--- src/core/tcp_test_pkg.sv ---
// Constants, types and register map of the offload engine test register block.
// Assumes one 20 MHz clock and a plain strobe register port with one-cycle read latency.
package tcp_test_pkg;

    // Register offsets (byte addresses)
    localparam logic [7:0] OFF_ENGINE_RESET = 8'h00;
    localparam logic [7:0] OFF_ENGINE_STATUS = 8'h04;
    localparam logic [7:0] OFF_ENGINE_COMMAND = 8'h08;
    localparam logic [7:0] OFF_INIT_MODE = 8'h0c;
    localparam logic [7:0] OFF_TARGET_HW_LOW = 8'h10;
    localparam logic [7:0] OFF_TARGET_HW_HIGH = 8'h14;
    localparam logic [7:0] OFF_TX_TOTAL_SIZE = 8'h18;
    localparam logic [7:0] OFF_TX_PACKET_SIZE = 8'h1c;
    localparam logic [7:0] OFF_TX_PUSH_MODE = 8'h20;
    localparam logic [7:0] OFF_TX_COMMAND = 8'h24;
    localparam logic [7:0] OFF_TX_LENGTH = 8'h28;
    localparam logic [7:0] OFF_RX_COMMAND = 8'h2c;
    localparam logic [7:0] OFF_RX_LENGTH = 8'h30;
    localparam logic [7:0] OFF_RX_STATUS = 8'h34;

    // Field positions
    localparam int BIT_ENGINE_RESET = 0;
    localparam int BIT_INIT_DONE = 0;
    localparam int BIT_CONN_ON = 1;
    localparam int BIT_TX_SEND = 0;
    localparam int BIT_CLEAR = 1;
    localparam int BIT_VERIFY_EN = 0;
    localparam int BIT_VERIFY_FAIL = 8;

    // Values after reset, and bytes per data beat
    localparam logic ENGINE_RESET_INIT = 1'b1;
    localparam logic [31:0] TX_PACKET_SIZE_INIT = 32'h0000_0400;
    localparam logic [31:0] BYTES_PER_BEAT = 32'h0000_0004;

    // Engine commands written to the command register
    localparam logic [1:0] CMD_ACTIVE_OPEN = 2'h1;
    localparam logic [1:0] CMD_PASSIVE_OPEN = 2'h2;
    localparam logic [1:0] CMD_ACTIVE_CLOSE = 2'h3;

    typedef enum logic [1:0] {
        MODE_CLIENT = 2'b00,
        MODE_SERVER = 2'b01,
        MODE_FIXED  = 2'b10
    } init_mode_e;

    typedef enum logic [1:0] {
        INIT_IDLE = 2'b00,
        INIT_ASK  = 2'b01,
        INIT_WAIT = 2'b10,
        INIT_DONE = 2'b11
    } init_state_e;

    typedef struct packed {
        logic        valid;
        logic        is_request;
        logic [47:0] hw_addr;
    } arp_rx_s;

    typedef struct packed {
        logic active_open;
        logic passive_open;
        logic active_close;
    } conn_cmd_s;

    typedef struct packed {
        logic        valid;
        logic        push;
        logic [31:0] data;
    } tx_beat_s;

    typedef struct packed {
        logic        valid;
        logic [31:0] data;
    } rx_beat_s;

endpackage : tcp_test_pkg

--- src/core/tcp_offload_test_sequencer.sv ---
// Test register block of the offload engine: init sequencing, commands, pattern gen and check.
// Assumes the TCP core reports connection state and accepts beats with a ready handshake.
`timescale 1ns/1ps
module tcp_offload_test_sequencer (
    input  wire logic                  clk_sys_in,
    input  wire logic                  rst_in,
    input  wire logic [7:0]            addr_in,
    input  wire logic [31:0]           wdata_in,
    input  wire logic                  wr_in,
    input  wire logic                  rd_in,
    output logic [31:0]                rdata_out,
    input  wire tcp_test_pkg::arp_rx_s arp_rx_in,
    output logic                       arp_request_out,
    output logic                       arp_reply_out,
    output logic [47:0]                target_hw_addr_out,
    output logic                       engine_reset_out,
    output tcp_test_pkg::conn_cmd_s    conn_cmd_out,
    input  wire logic                  conn_on_in,
    output tcp_test_pkg::tx_beat_s     tx_beat_out,
    input  wire logic                  tx_ready_in,
    input  wire tcp_test_pkg::rx_beat_s rx_beat_in
);

    tcp_test_pkg::init_state_e init_st_q, init_st_d;
    logic [1:0]  mode_q, mode_d;
    logic        eng_rst_q, eng_rst_d;
    logic [47:0] fixed_addr_q, fixed_addr_d;
    logic [47:0] target_q, target_d;
    logic        arp_req_q, arp_req_d;
    logic        arp_rep_q, arp_rep_d;
    tcp_test_pkg::conn_cmd_s cmd_q, cmd_d;
    logic [31:0] tx_total_q, tx_total_d;
    logic [31:0] pkt_size_q, pkt_size_d;
    logic        push_mode_q, push_mode_d;
    logic        tx_run_q, tx_run_d;
    logic [31:0] tx_len_q, tx_len_d;
    logic [31:0] pkt_cnt_q, pkt_cnt_d;
    tcp_test_pkg::tx_beat_s beat_q, beat_d;
    logic        verify_q, verify_d;
    logic [31:0] rx_len_q, rx_len_d;
    logic        fail_q, fail_d;
    logic [31:0] rdata_q, rdata_d;
    logic        init_done;
    logic        rx_mismatch;

    // True when a write strobe hits the given offset
    function automatic logic wr_hit(input logic wr, input logic [7:0] a, input logic [7:0] off);
        wr_hit = wr && (a == off);
    endfunction : wr_hit

    assign init_done = (init_st_q == tcp_test_pkg::INIT_DONE);
    assign rx_mismatch = rx_beat_in.valid && (rx_beat_in.data != {2'h0, rx_len_q[31:2]});

    // Next state of registers, init sequencer, generator and checker
    always_comb begin
        init_st_d = init_st_q;
        mode_d = mode_q;
        eng_rst_d = eng_rst_q;
        fixed_addr_d = fixed_addr_q;
        target_d = target_q;
        arp_req_d = 1'b0;
        arp_rep_d = 1'b0;
        cmd_d = '0;
        tx_total_d = tx_total_q;
        pkt_size_d = pkt_size_q;
        push_mode_d = push_mode_q;
        tx_run_d = tx_run_q;
        tx_len_d = tx_len_q;
        pkt_cnt_d = pkt_cnt_q;
        beat_d = beat_q;
        verify_d = verify_q;
        rx_len_d = rx_len_q;
        fail_d = fail_q;
        // Parameter writes
        if (wr_hit(wr_in, addr_in, tcp_test_pkg::OFF_ENGINE_RESET)) begin
            eng_rst_d = wdata_in[tcp_test_pkg::BIT_ENGINE_RESET];
        end
        if (wr_hit(wr_in, addr_in, tcp_test_pkg::OFF_INIT_MODE)) begin
            mode_d = wdata_in[1:0];
        end
        if (wr_hit(wr_in, addr_in, tcp_test_pkg::OFF_TARGET_HW_LOW)) begin
            fixed_addr_d[31:0] = wdata_in;
        end
        if (wr_hit(wr_in, addr_in, tcp_test_pkg::OFF_TARGET_HW_HIGH)) begin
            fixed_addr_d[47:32] = wdata_in[15:0];
        end
        if (wr_hit(wr_in, addr_in, tcp_test_pkg::OFF_TX_TOTAL_SIZE)) begin
            tx_total_d = wdata_in;
        end
        if (wr_hit(wr_in, addr_in, tcp_test_pkg::OFF_TX_PACKET_SIZE)) begin
            pkt_size_d = wdata_in;
        end
        if (wr_hit(wr_in, addr_in, tcp_test_pkg::OFF_TX_PUSH_MODE)) begin
            push_mode_d = wdata_in[0];
        end
        // Engine commands pass only once initialised
        if (wr_hit(wr_in, addr_in, tcp_test_pkg::OFF_ENGINE_COMMAND) && init_done) begin
            cmd_d.active_open = (wdata_in[1:0] == tcp_test_pkg::CMD_ACTIVE_OPEN);
            cmd_d.passive_open = (wdata_in[1:0] == tcp_test_pkg::CMD_PASSIVE_OPEN);
            cmd_d.active_close = (wdata_in[1:0] == tcp_test_pkg::CMD_ACTIVE_CLOSE);
        end
        // Initialisation sequence per mode
        unique case (init_st_q)
            tcp_test_pkg::INIT_IDLE: begin
                if (!eng_rst_q) begin
                    if (mode_q == tcp_test_pkg::MODE_CLIENT) begin
                        init_st_d = tcp_test_pkg::INIT_ASK;
                        arp_req_d = 1'b1;
                    end else if (mode_q == tcp_test_pkg::MODE_SERVER) begin
                        init_st_d = tcp_test_pkg::INIT_WAIT;
                    end else begin
                        target_d = fixed_addr_q;
                        init_st_d = tcp_test_pkg::INIT_DONE;
                    end
                end
            end
            tcp_test_pkg::INIT_ASK: begin
                init_st_d = tcp_test_pkg::INIT_WAIT;
            end
            tcp_test_pkg::INIT_WAIT: begin
                if (arp_rx_in.valid && (mode_q == tcp_test_pkg::MODE_CLIENT)
                    && !arp_rx_in.is_request) begin
                    target_d = arp_rx_in.hw_addr;
                    init_st_d = tcp_test_pkg::INIT_DONE;
                end else if (arp_rx_in.valid && (mode_q == tcp_test_pkg::MODE_SERVER)
                    && arp_rx_in.is_request) begin
                    target_d = arp_rx_in.hw_addr;
                    arp_rep_d = 1'b1;
                    init_st_d = tcp_test_pkg::INIT_DONE;
                end
            end
            tcp_test_pkg::INIT_DONE: begin
                init_st_d = init_st_q;
            end
        endcase
        // Pattern generator
        if (wr_hit(wr_in, addr_in, tcp_test_pkg::OFF_TX_COMMAND)) begin
            if (wdata_in[tcp_test_pkg::BIT_CLEAR]) begin
                tx_len_d = '0;
                pkt_cnt_d = '0;
            end
            if (wdata_in[tcp_test_pkg::BIT_TX_SEND] && init_done) begin
                tx_run_d = 1'b1;
            end
        end
        if (beat_q.valid && tx_ready_in) begin
            beat_d.valid = 1'b0;
        end
        if (tx_run_q && conn_on_in && (!beat_q.valid || tx_ready_in)) begin
            if (tx_len_q >= tx_total_q) begin
                tx_run_d = 1'b0;
            end else begin
                beat_d.valid = 1'b1;
                beat_d.data = {2'h0, tx_len_q[31:2]};
                beat_d.push = push_mode_q && ((pkt_cnt_q + tcp_test_pkg::BYTES_PER_BEAT
                    >= pkt_size_q) || (tx_len_q + tcp_test_pkg::BYTES_PER_BEAT >= tx_total_q));
                tx_len_d = tx_len_q + tcp_test_pkg::BYTES_PER_BEAT;
                pkt_cnt_d = beat_d.push ? '0 : pkt_cnt_q + tcp_test_pkg::BYTES_PER_BEAT;
            end
        end
        // Pattern checker; a mismatch in the clear cycle still sets the flag
        if (wr_hit(wr_in, addr_in, tcp_test_pkg::OFF_RX_COMMAND)) begin
            verify_d = wdata_in[tcp_test_pkg::BIT_VERIFY_EN];
            if (wdata_in[tcp_test_pkg::BIT_CLEAR]) begin
                rx_len_d = '0;
                fail_d = 1'b0;
            end
        end
        if (rx_beat_in.valid) begin
            rx_len_d = rx_len_d + tcp_test_pkg::BYTES_PER_BEAT;
        end
        if (verify_q && rx_mismatch) begin
            fail_d = 1'b1;
        end
        // Engine held in reset: restart init, clear generator and checker
        if (eng_rst_q) begin
            init_st_d = tcp_test_pkg::INIT_IDLE;
            tx_run_d = 1'b0;
            tx_len_d = '0;
            pkt_cnt_d = '0;
            beat_d = '0;
            rx_len_d = '0;
            fail_d = 1'b0;
        end
    end

    // Read path: data stand only in the cycle after the strobe
    always_comb begin
        rdata_d = '0;
        if (rd_in) begin
            unique case (addr_in)
                tcp_test_pkg::OFF_ENGINE_RESET:   rdata_d = {31'h0, eng_rst_q};
                tcp_test_pkg::OFF_ENGINE_STATUS:  rdata_d = {30'h0, conn_on_in, init_done};
                tcp_test_pkg::OFF_INIT_MODE:      rdata_d = {30'h0, mode_q};
                tcp_test_pkg::OFF_TARGET_HW_LOW:  rdata_d = target_q[31:0];
                tcp_test_pkg::OFF_TARGET_HW_HIGH: rdata_d = {16'h0, target_q[47:32]};
                tcp_test_pkg::OFF_TX_TOTAL_SIZE:  rdata_d = tx_total_q;
                tcp_test_pkg::OFF_TX_PACKET_SIZE: rdata_d = pkt_size_q;
                tcp_test_pkg::OFF_TX_PUSH_MODE:   rdata_d = {31'h0, push_mode_q};
                tcp_test_pkg::OFF_TX_COMMAND:     rdata_d = {31'h0, tx_run_q};
                tcp_test_pkg::OFF_TX_LENGTH:      rdata_d = tx_len_q;
                tcp_test_pkg::OFF_RX_COMMAND:     rdata_d = {31'h0, verify_q};
                tcp_test_pkg::OFF_RX_LENGTH:      rdata_d = rx_len_q;
                tcp_test_pkg::OFF_RX_STATUS:      rdata_d = {23'h0, fail_q, 8'h0};
                default:                          rdata_d = '0;
            endcase
        end
    end

    // State registers
    always_ff @(posedge clk_sys_in) begin
        if (rst_in) begin
            init_st_q <= tcp_test_pkg::INIT_IDLE;
            mode_q <= tcp_test_pkg::MODE_CLIENT;
            eng_rst_q <= tcp_test_pkg::ENGINE_RESET_INIT;
            fixed_addr_q <= '0;
            target_q <= '0;
            arp_req_q <= 1'b0;
            arp_rep_q <= 1'b0;
            cmd_q <= '0;
            tx_total_q <= '0;
            pkt_size_q <= tcp_test_pkg::TX_PACKET_SIZE_INIT;
            push_mode_q <= 1'b0;
            tx_run_q <= 1'b0;
            tx_len_q <= '0;
            pkt_cnt_q <= '0;
            beat_q <= '0;
            verify_q <= 1'b0;
            rx_len_q <= '0;
            fail_q <= 1'b0;
            rdata_q <= '0;
        end else begin
            init_st_q <= init_st_d;
            mode_q <= mode_d;
            eng_rst_q <= eng_rst_d;
            fixed_addr_q <= fixed_addr_d;
            target_q <= target_d;
            arp_req_q <= arp_req_d;
            arp_rep_q <= arp_rep_d;
            cmd_q <= cmd_d;
            tx_total_q <= tx_total_d;
            pkt_size_q <= pkt_size_d;
            push_mode_q <= push_mode_d;
            tx_run_q <= tx_run_d;
            tx_len_q <= tx_len_d;
            pkt_cnt_q <= pkt_cnt_d;
            beat_q <= beat_d;
            verify_q <= verify_d;
            rx_len_q <= rx_len_d;
            fail_q <= fail_d;
            rdata_q <= rdata_d;
        end
    end

    // Outputs
    assign rdata_out = rdata_q;
    assign arp_request_out = arp_req_q;
    assign arp_reply_out = arp_rep_q;
    assign target_hw_addr_out = target_q;
    assign engine_reset_out = eng_rst_q;
    assign conn_cmd_out = cmd_q;
    assign tx_beat_out = beat_q;
endmodule : tcp_offload_test_sequencer

--- config.mk ---
export PLATFORM = sky130hd
export DESIGN_NAME = tcp_offload_test_sequencer
export DESIGN_NICKNAME = d
export VERILOG_FILES = /design/src/core/tcp_test_pkg.sv /design/src/core/tcp_offload_test_sequencer.sv
export SDC_FILE = /design/constraint.sdc
export NUM_CORES = 1
export LEC_CHECK = 0
export ABC_AREA = 1
export CAP_MARGIN = 20
export CORE_MARGIN = 3
export CORE_UTILIZATION = 44
export CTS_CLUSTER_DIAMETER = 40
export DETAILED_ROUTE_END_ITERATION = 8
export DONT_BUFFER_PORTS = 1
export GPL_TIMING_DRIVEN = 0
export HOLD_SLACK_MARGIN = 0.02
export PLACE_DENSITY = 0.66
export SKIP_CTS_REPAIR_TIMING = 1
export SLEW_MARGIN = 20
export SYNTH_ARGS = -nofsm -noshare
export SYNTH_HDL_FRONTEND = slang
export SYNTH_SLANG_ARGS = --single-unit
--- constraint.sdc ---
create_clock -name clk_sys_in -period 3.1 [get_ports clk_sys_in]
set_clock_uncertainty 0.2 [all_clocks]
set_input_delay 0.155 -clock clk_sys_in [delete_from_list [all_inputs] [get_ports clk_sys_in]]
set_output_delay 0.155 -clock clk_sys_in [all_outputs]
set_load 0.03 [all_outputs]
==> flow_summary.json, run 1 <==
{
  "max_stage_delay_ps": 400,
  "grtUsageTotal": 0.315,
  "setup_viol": 38,
  "cts.sinks": 332,
  "power_density_nw_per_um2": 474,
  "failed_checks": "negative hold slack, negative setup slack",
  "fp.dieH_um": 208,
  "cp.required_ps": 3350,
  "hold_slack_ps": -2.87,
  "dp_cells": 3036,
  "cts_buffers": 48,
  "drtPass1Iterations": 6,
  "crit_family": "simple AND/OR/NAND/NOR gates",
  "start_kind": "flop",
  "antenna_cells": 0,
  "synthDistinctLibCells": 55,
  "rsz0062_at_grt": "true",
  "clk_latency_ps": 610,
  "crit_chain": "ha_4, nand2_4, nor3_4, nand2_2, nor3_4, nand2_2, nor2_4, nand2_2, xor2_2, inv_2, ha_4, nand2_4, nor2_4, nand2_4, nor2_4, nand4_1, nand3_2, o21bai_4, buf_6, buf_6, nand3_1, a21oi_2",
  "maxCapViolCount": 0,
  "yosys_warnings": 0,
  "synthFlopType": "dfxtp_1",
  "initial_core_util": 0.449,
  "clk_pin_slew_ps": 60,
  "postSynthAreaPerCell_um2": 7.16,
  "crit_fanout": 6,
  "synthCells": 2510,
  "synth_top_area_frac": 0.370,
  "wire_per_inst_um": 22.7,
  "path_class": "reg2reg",
  "synthArstFlopShare": 0,
  "hold_class": "in2reg",
  "area_growth_pct": 23.2,
  "fmaxAchievable_mhz": 276,
  "synth_edf_count": 0,
  "arrival_ps": 3870,
  "synth_area_um2": 18000,
  "drive_gt1_frac": 0.115,
  "num_vias": 19400,
  "nFillCells": 3673,
  "p_leak_nw": 8.57,
  "core-area_um2": 40000,
  "ys_seq_elements": 332,
  "critPathCaptureType": "flop",
  "port_buffers": 0,
  "drc": 0,
  "design_power_total_mw": 10.5,
  "stdcell_count": 3262,
  "post-synth-top-count-cell": "nand2_1",
  "core.rowCount": 73,
  "ys_top_cells_by_area": "dfxtp_1, nand2_1, ha_1, a21oi_1, nand3_1",
  "relSlewSlack": 0.269,
  "grt_pass1_wl_mm": 106,
  "viasPerCell": 5.94,
  "gp_congestion": 0.997,
  "critPathSlowestCell": "dfxtp_4",
  "antenna_found_initial": 0,
  "finalWorstSetupSlack_ps": -521,
  "dp_hpwl_mm": 56.1,
  "grt_overflow": 0,
  "wirelength_mm": 74.0,
  "synth_common_cells": "nand2_1, dfxtp_1, inv_1",
  "period_share": 1.17,
  "yosysTopAreaCell": "dfxtp_1",
  "worstMarginPinSlew_ps": 1100,
  "finalHoldViolCount": 1,
  "ir_drop_mv": 0.628,
  "h-tree-depth": 2,
  "grt_max_degree": 16,
  "status": "complete, but fails checks",
  "die_w_um": 208,
  "slew_viol_final": 0,
  "clockBufferDepth": 3,
  "min_period_ps": 3620,
  "crit_buf_inv": 3,
  "cts_root_buffer": "clkbuf_16",
  "yosysSeqAreaShare": 0.370,
  "pin_count": 249,
  "drtAntennaViolNets": 0,
  "first_iter_violations": 2114,
  "cts_tree": "done",
  "post-route-util": 0.554,
  "final_nets": 2928,
  "die_area_um2": 43300,
  "grt_pass1_vias": 17300
}
## flip-flops by register name, indices dropped and copies added (netlist names), 2 cells and up
signal / cells
pkt_size_q: 32
tx_beat_out: 32
tx_len_q: 32
rx_len_q: 30
init_st_q: 2
conn_cmd_out: 3
mode_q: 2
tx_total_q: 32
target_hw_addr_out: 48
fixed_addr_q: 48
rdata_out: 32
pkt_cnt_q: 32
## layout make-up
type | instances | area (um^2) | share of cell area
Sequential cell | 332 | 6680 | 0.302
Multi-Input combinational cell | 1775 | 10100 | 0.456
Buffer | 138 | 644 | 0.0291
Clock inverter | 34 | 452 | 0.0204
Inverter | 266 | 1010 | 0.0457
Timing Repair Buffer | 136 | 1310 | 0.0593
Clock buffer | 56 | 1280 | 0.0578
Tap cell | 525 | 657 | 0.0297
## final timing paths
| check | slack [ps] | endpoint | cells past startpoint | from |
|---|---|---|---|---|
| hold / removal | -3 | tx_run_q | 7 | addr_in[6] |
| hold reg to reg | 250 | pkt_cnt_q[0] | 2 | pkt_cnt_q[0] |
| setup / recovery | -520 | pkt_cnt_q[18] | 22 | tx_len_q[3] |
| setup reg to reg | -520 | pkt_cnt_q[18] | 22 | tx_len_q[3] |
## kinds of logic (layout without fill, tap and decap cells)
group           Yosys count  in the layout  share of synthesized area
simple gates           1004           1004                      0.249
compound gates          592            592                      0.183
buf+inv                 404            630                     0.0900
flops                   332            332                      0.370
fa+ha+maj               102            102                     0.0710
xor+xnor                 75             75                     0.0370
other cells               1              2                   0.000209
## per-stage QoR
stage                     TNS, ps  setup WS, ps  area, um^2
after floorplan                 0          27.4       18000
after global placement     -28790          -905       18600
after detailed placement   -30810          -969       18600
after CTS                  -30980         -1010       20400
after global routing       -23110          -663       22200
final                      -16440          -521       22200
## report_power, final
group	internal [mW]	leakage, nW	switching, mW
clock network	3.62	0.837	2.28
logic	0.129	5.05	0.198
registers	4.27	2.68	0.00150
total	8.01	8.57	2.48
## tightest hold or removal path, stage by stage
cell     delay [ps]
nor2_1           50
inv_1           110
nor2_4           70
nand2_1         110
nor3_1           60
o21ai_0         130
a21oi_1          60
## placed cells by master (no fill, tap or decap), types with 20 or more instances in the layout
cell           count
clkbuf_16         48
nand2_1          444
nand3_1          185
a21oi_1          227
nor3_1            30
dlygate4sd3_1    112
nor2_1           205
buf_2             24
o22ai_1           37
a31oi_1           61
ha_1              99
xor2_1            58
buf_4             31
nand4_1           28
a311oi_1          20
clkbuf_1          96
nand3_2           24
inv_1            244
o21ai_0          195
dfxtp_1          315
## metal layers
layer | vias to the layer above | wire length (um) | GRT usage
li1 | 8832 | - | -
met4 | 0 | 3490 | 0.133
met2 | 1209 | 33000 | 0.490
met1 | 9103 | 28700 | 0.410
met5 | - | 0 | 0
met3 | 224 | 8790 | 0.0908
No activity file was read; power rests on OpenSTA's default activity.
==> run 2, diff against run 1 <==
CAP_MARGIN = not set   (was 20)
CTS_BUF_LIST = sky130_fd_sc_hd__clkbuf_4 sky130_fd_sc_hd__clkbuf_8   (was not set)
PLACE_DENSITY = 0.64   (was 0.66)
clock period = 3.4 ns   (was 3.1 ns; I/O delays follow)
==> flow_summary.json, run 2 (synthesized netlist as in run 1, its figures left out) <==
{
  "status": "complete, but fails checks",
  "failed_checks": "negative hold slack, negative setup slack",
  "cts.sinks": 332,
  "hold_slack_ps": -26.2,
  "grt_pass1_wl_mm": 105,
  "critPathSlowestCell": "dfxtp_4",
  "clk_latency_ps": 680,
  "cp.required_ps": 3720,
  "hold_class": "in2reg",
  "p_leak_nw": 8.62,
  "crit_fanout": 7,
  "worstMarginPinSlew_ps": 1160,
  "drive_gt1_frac": 0.119,
  "core-area_um2": 40000,
  "maxCapViolCount": 0,
  "clk_pin_slew_ps": 60,
  "nFillCells": 3836,
  "critPathCaptureType": "flop",
  "wire_per_inst_um": 22.3,
  "initial_core_util": 0.449,
  "core.rowCount": 73,
  "max_stage_delay_ps": 400,
  "crit_chain": "ha_4, nand2_4, nor3_4, nand2_2, nor3_4, nand2_2, nor2_4, nand2_2, xor2_2, inv_2, ha_4, nand2_4, nor2_4, nand2_4, nor2_4, nand4_1, nand3_2, o21bai_4, buf_12, buf_4, nand3_1, a21oi_1",
  "finalHoldViolCount": 3,
  "wirelength_mm": 73.8,
  "grt_pass1_vias": 17300,
  "port_buffers": 0,
  "period_share": 1.06,
  "design_power_total_mw": 8.19,
  "fmaxAchievable_mhz": 277,
  "drtAntennaViolNets": 0,
  "final_nets": 2968,
  "crit_buf_inv": 3,
  "h-tree-depth": 2,
  "layout_commonest_cell": "nand2_1",
  "die_area_um2": 43300,
  "antenna_found_initial": 0,
  "setup_viol": 33,
  "viasPerCell": 5.85,
  "area_growth_pct": 22.0,
  "first_iter_violations": 2124,
  "grtUsageTotal": 0.312,
  "pin_count": 249,
  "slew_viol_final": 0,
  "fin_area_um2": 21900,
  "cts_buffers": 59,
  "fp.dieH_um": 208,
  "path_class": "reg2reg",
  "grt_max_degree": 17,
  "power_density_nw_per_um2": 374,
  "drtPass1Iterations": 8,
  "die_w_um": 208,
  "layout_common_cells": "nand2_1, dfxtp_1, inv_1",
  "startpoint": "tx_len_q[2]",
  "min_period_ps": 3610,
  "dp_hpwl_mm": 56.6,
  "arrival_ps": 3930,
  "relSlewSlack": 0.226,
  "dpl_cell_area_um2": 18600,
  "crit_family": "simple AND/OR/NAND/NOR gates",
  "gp_congestion": 1.03,
  "timing.rr.start": "tx_len_q[2]",
  "drc": 0,
  "clockBufferDepth": 3,
  "ir_drop_mv": 0.388,
  "finalWorstSetupSlack_ps": -210,
  "start_kind": "flop",
  "antenna_cells": 0,
  "cts_root_buffer": "clkbuf_8",
  "num_vias": 19300,
  "cts_tree": "done",
  "worstHoldStart": "addr_in[2]",
  "grt_overflow": 0,
  "rsz0062_at_grt": "true"
}
## run 2: cell types whose count changed in the layout (fill, tap and decap cells not counted), sizes merged
| cell | before | now |
|---|---|---|
| bufinv | 7 | 1 |
| inv | 272 | 264 |
| buf | 69 | 79 |
| clkinv | 13 | 11 |
| clkbuf | 149 | 181 |
| dlygate4sd3 | 112 | 131 |
## run 2: worst min-delay path, cell delays in order
cell,delay [ps]
inv_1,50
nand3_1,70
inv_1,140
nand3_1,90
o2111ai_1,110
a221oi_1,80
nor2_1,100
## run 2: path summary, 6_finish.rpt
| kind | endpoint | slack (ps) | depth (start not counted) |
|---|---|---|---|
| worst min register to register | pkt_cnt_q[0] | 250 | 2 |
| worst max-delay path | pkt_cnt_q[16] | -210 | 22 |
| worst min-delay path | rdata_out[12] | -30 | 7 |
| worst max register to register | pkt_cnt_q[16] | -210 | 22 |
## run 2: metal layers
| metal | track usage | up-vias | wire (um) | share of wire |
|---|---|---|---|---|
| met3 | 0.0760 | 220 | 8040 | 0.11 |
| li1 | - | 8909 | - | - |
| met4 | 0.132 | 0 | 3250 | 0.044 |
| met1 | 0.406 | 9034 | 29300 | 0.40 |
| met2 | 0.495 | 1174 | 33200 | 0.45 |
| met5 | 0 | - | 0 | 0 |
## run 2: stage by stage
step | instances | setup slack [ps] | hold WS, ps | util | TNS, ps
after detailed placement | 3036 | -727 | 53.6 | 0.466 | -22380
after CTS | 3142 | -758 | -666 | 0.497 | -23090
after global placement | 3036 | -680 | 47.8 | 0.466 | -20970
after floorplan | 2511 | 327 | 42.4 | - | 0
after global routing | 3307 | -336 | 14.3 | 0.548 | -9080
final | 3307 | -210 | -26.2 | 0.548 | -5430
## run 2: where the power goes
group	switching [mW]	total (mW)	leakage, nW	internal, mW
clock	1.81	4.00	0.660	2.19
sequential	0.00144	3.89	2.69	3.89
combinational	0.181	0.300	5.28	0.120
total	1.99	8.19	8.62	6.20
## run 2: final cells by class
class                   count  area (um^2)  share of cell area
plain buffers             138          642              0.0293
inverters                 266         1010              0.0463
multi-input cells        1775        10100               0.460
clock inverters            18          144             0.00656
well taps                 525          657              0.0300
repair buffers            165         1590              0.0724
clock buffers              88         1120              0.0510
flip-flops and latches    332         6690               0.305
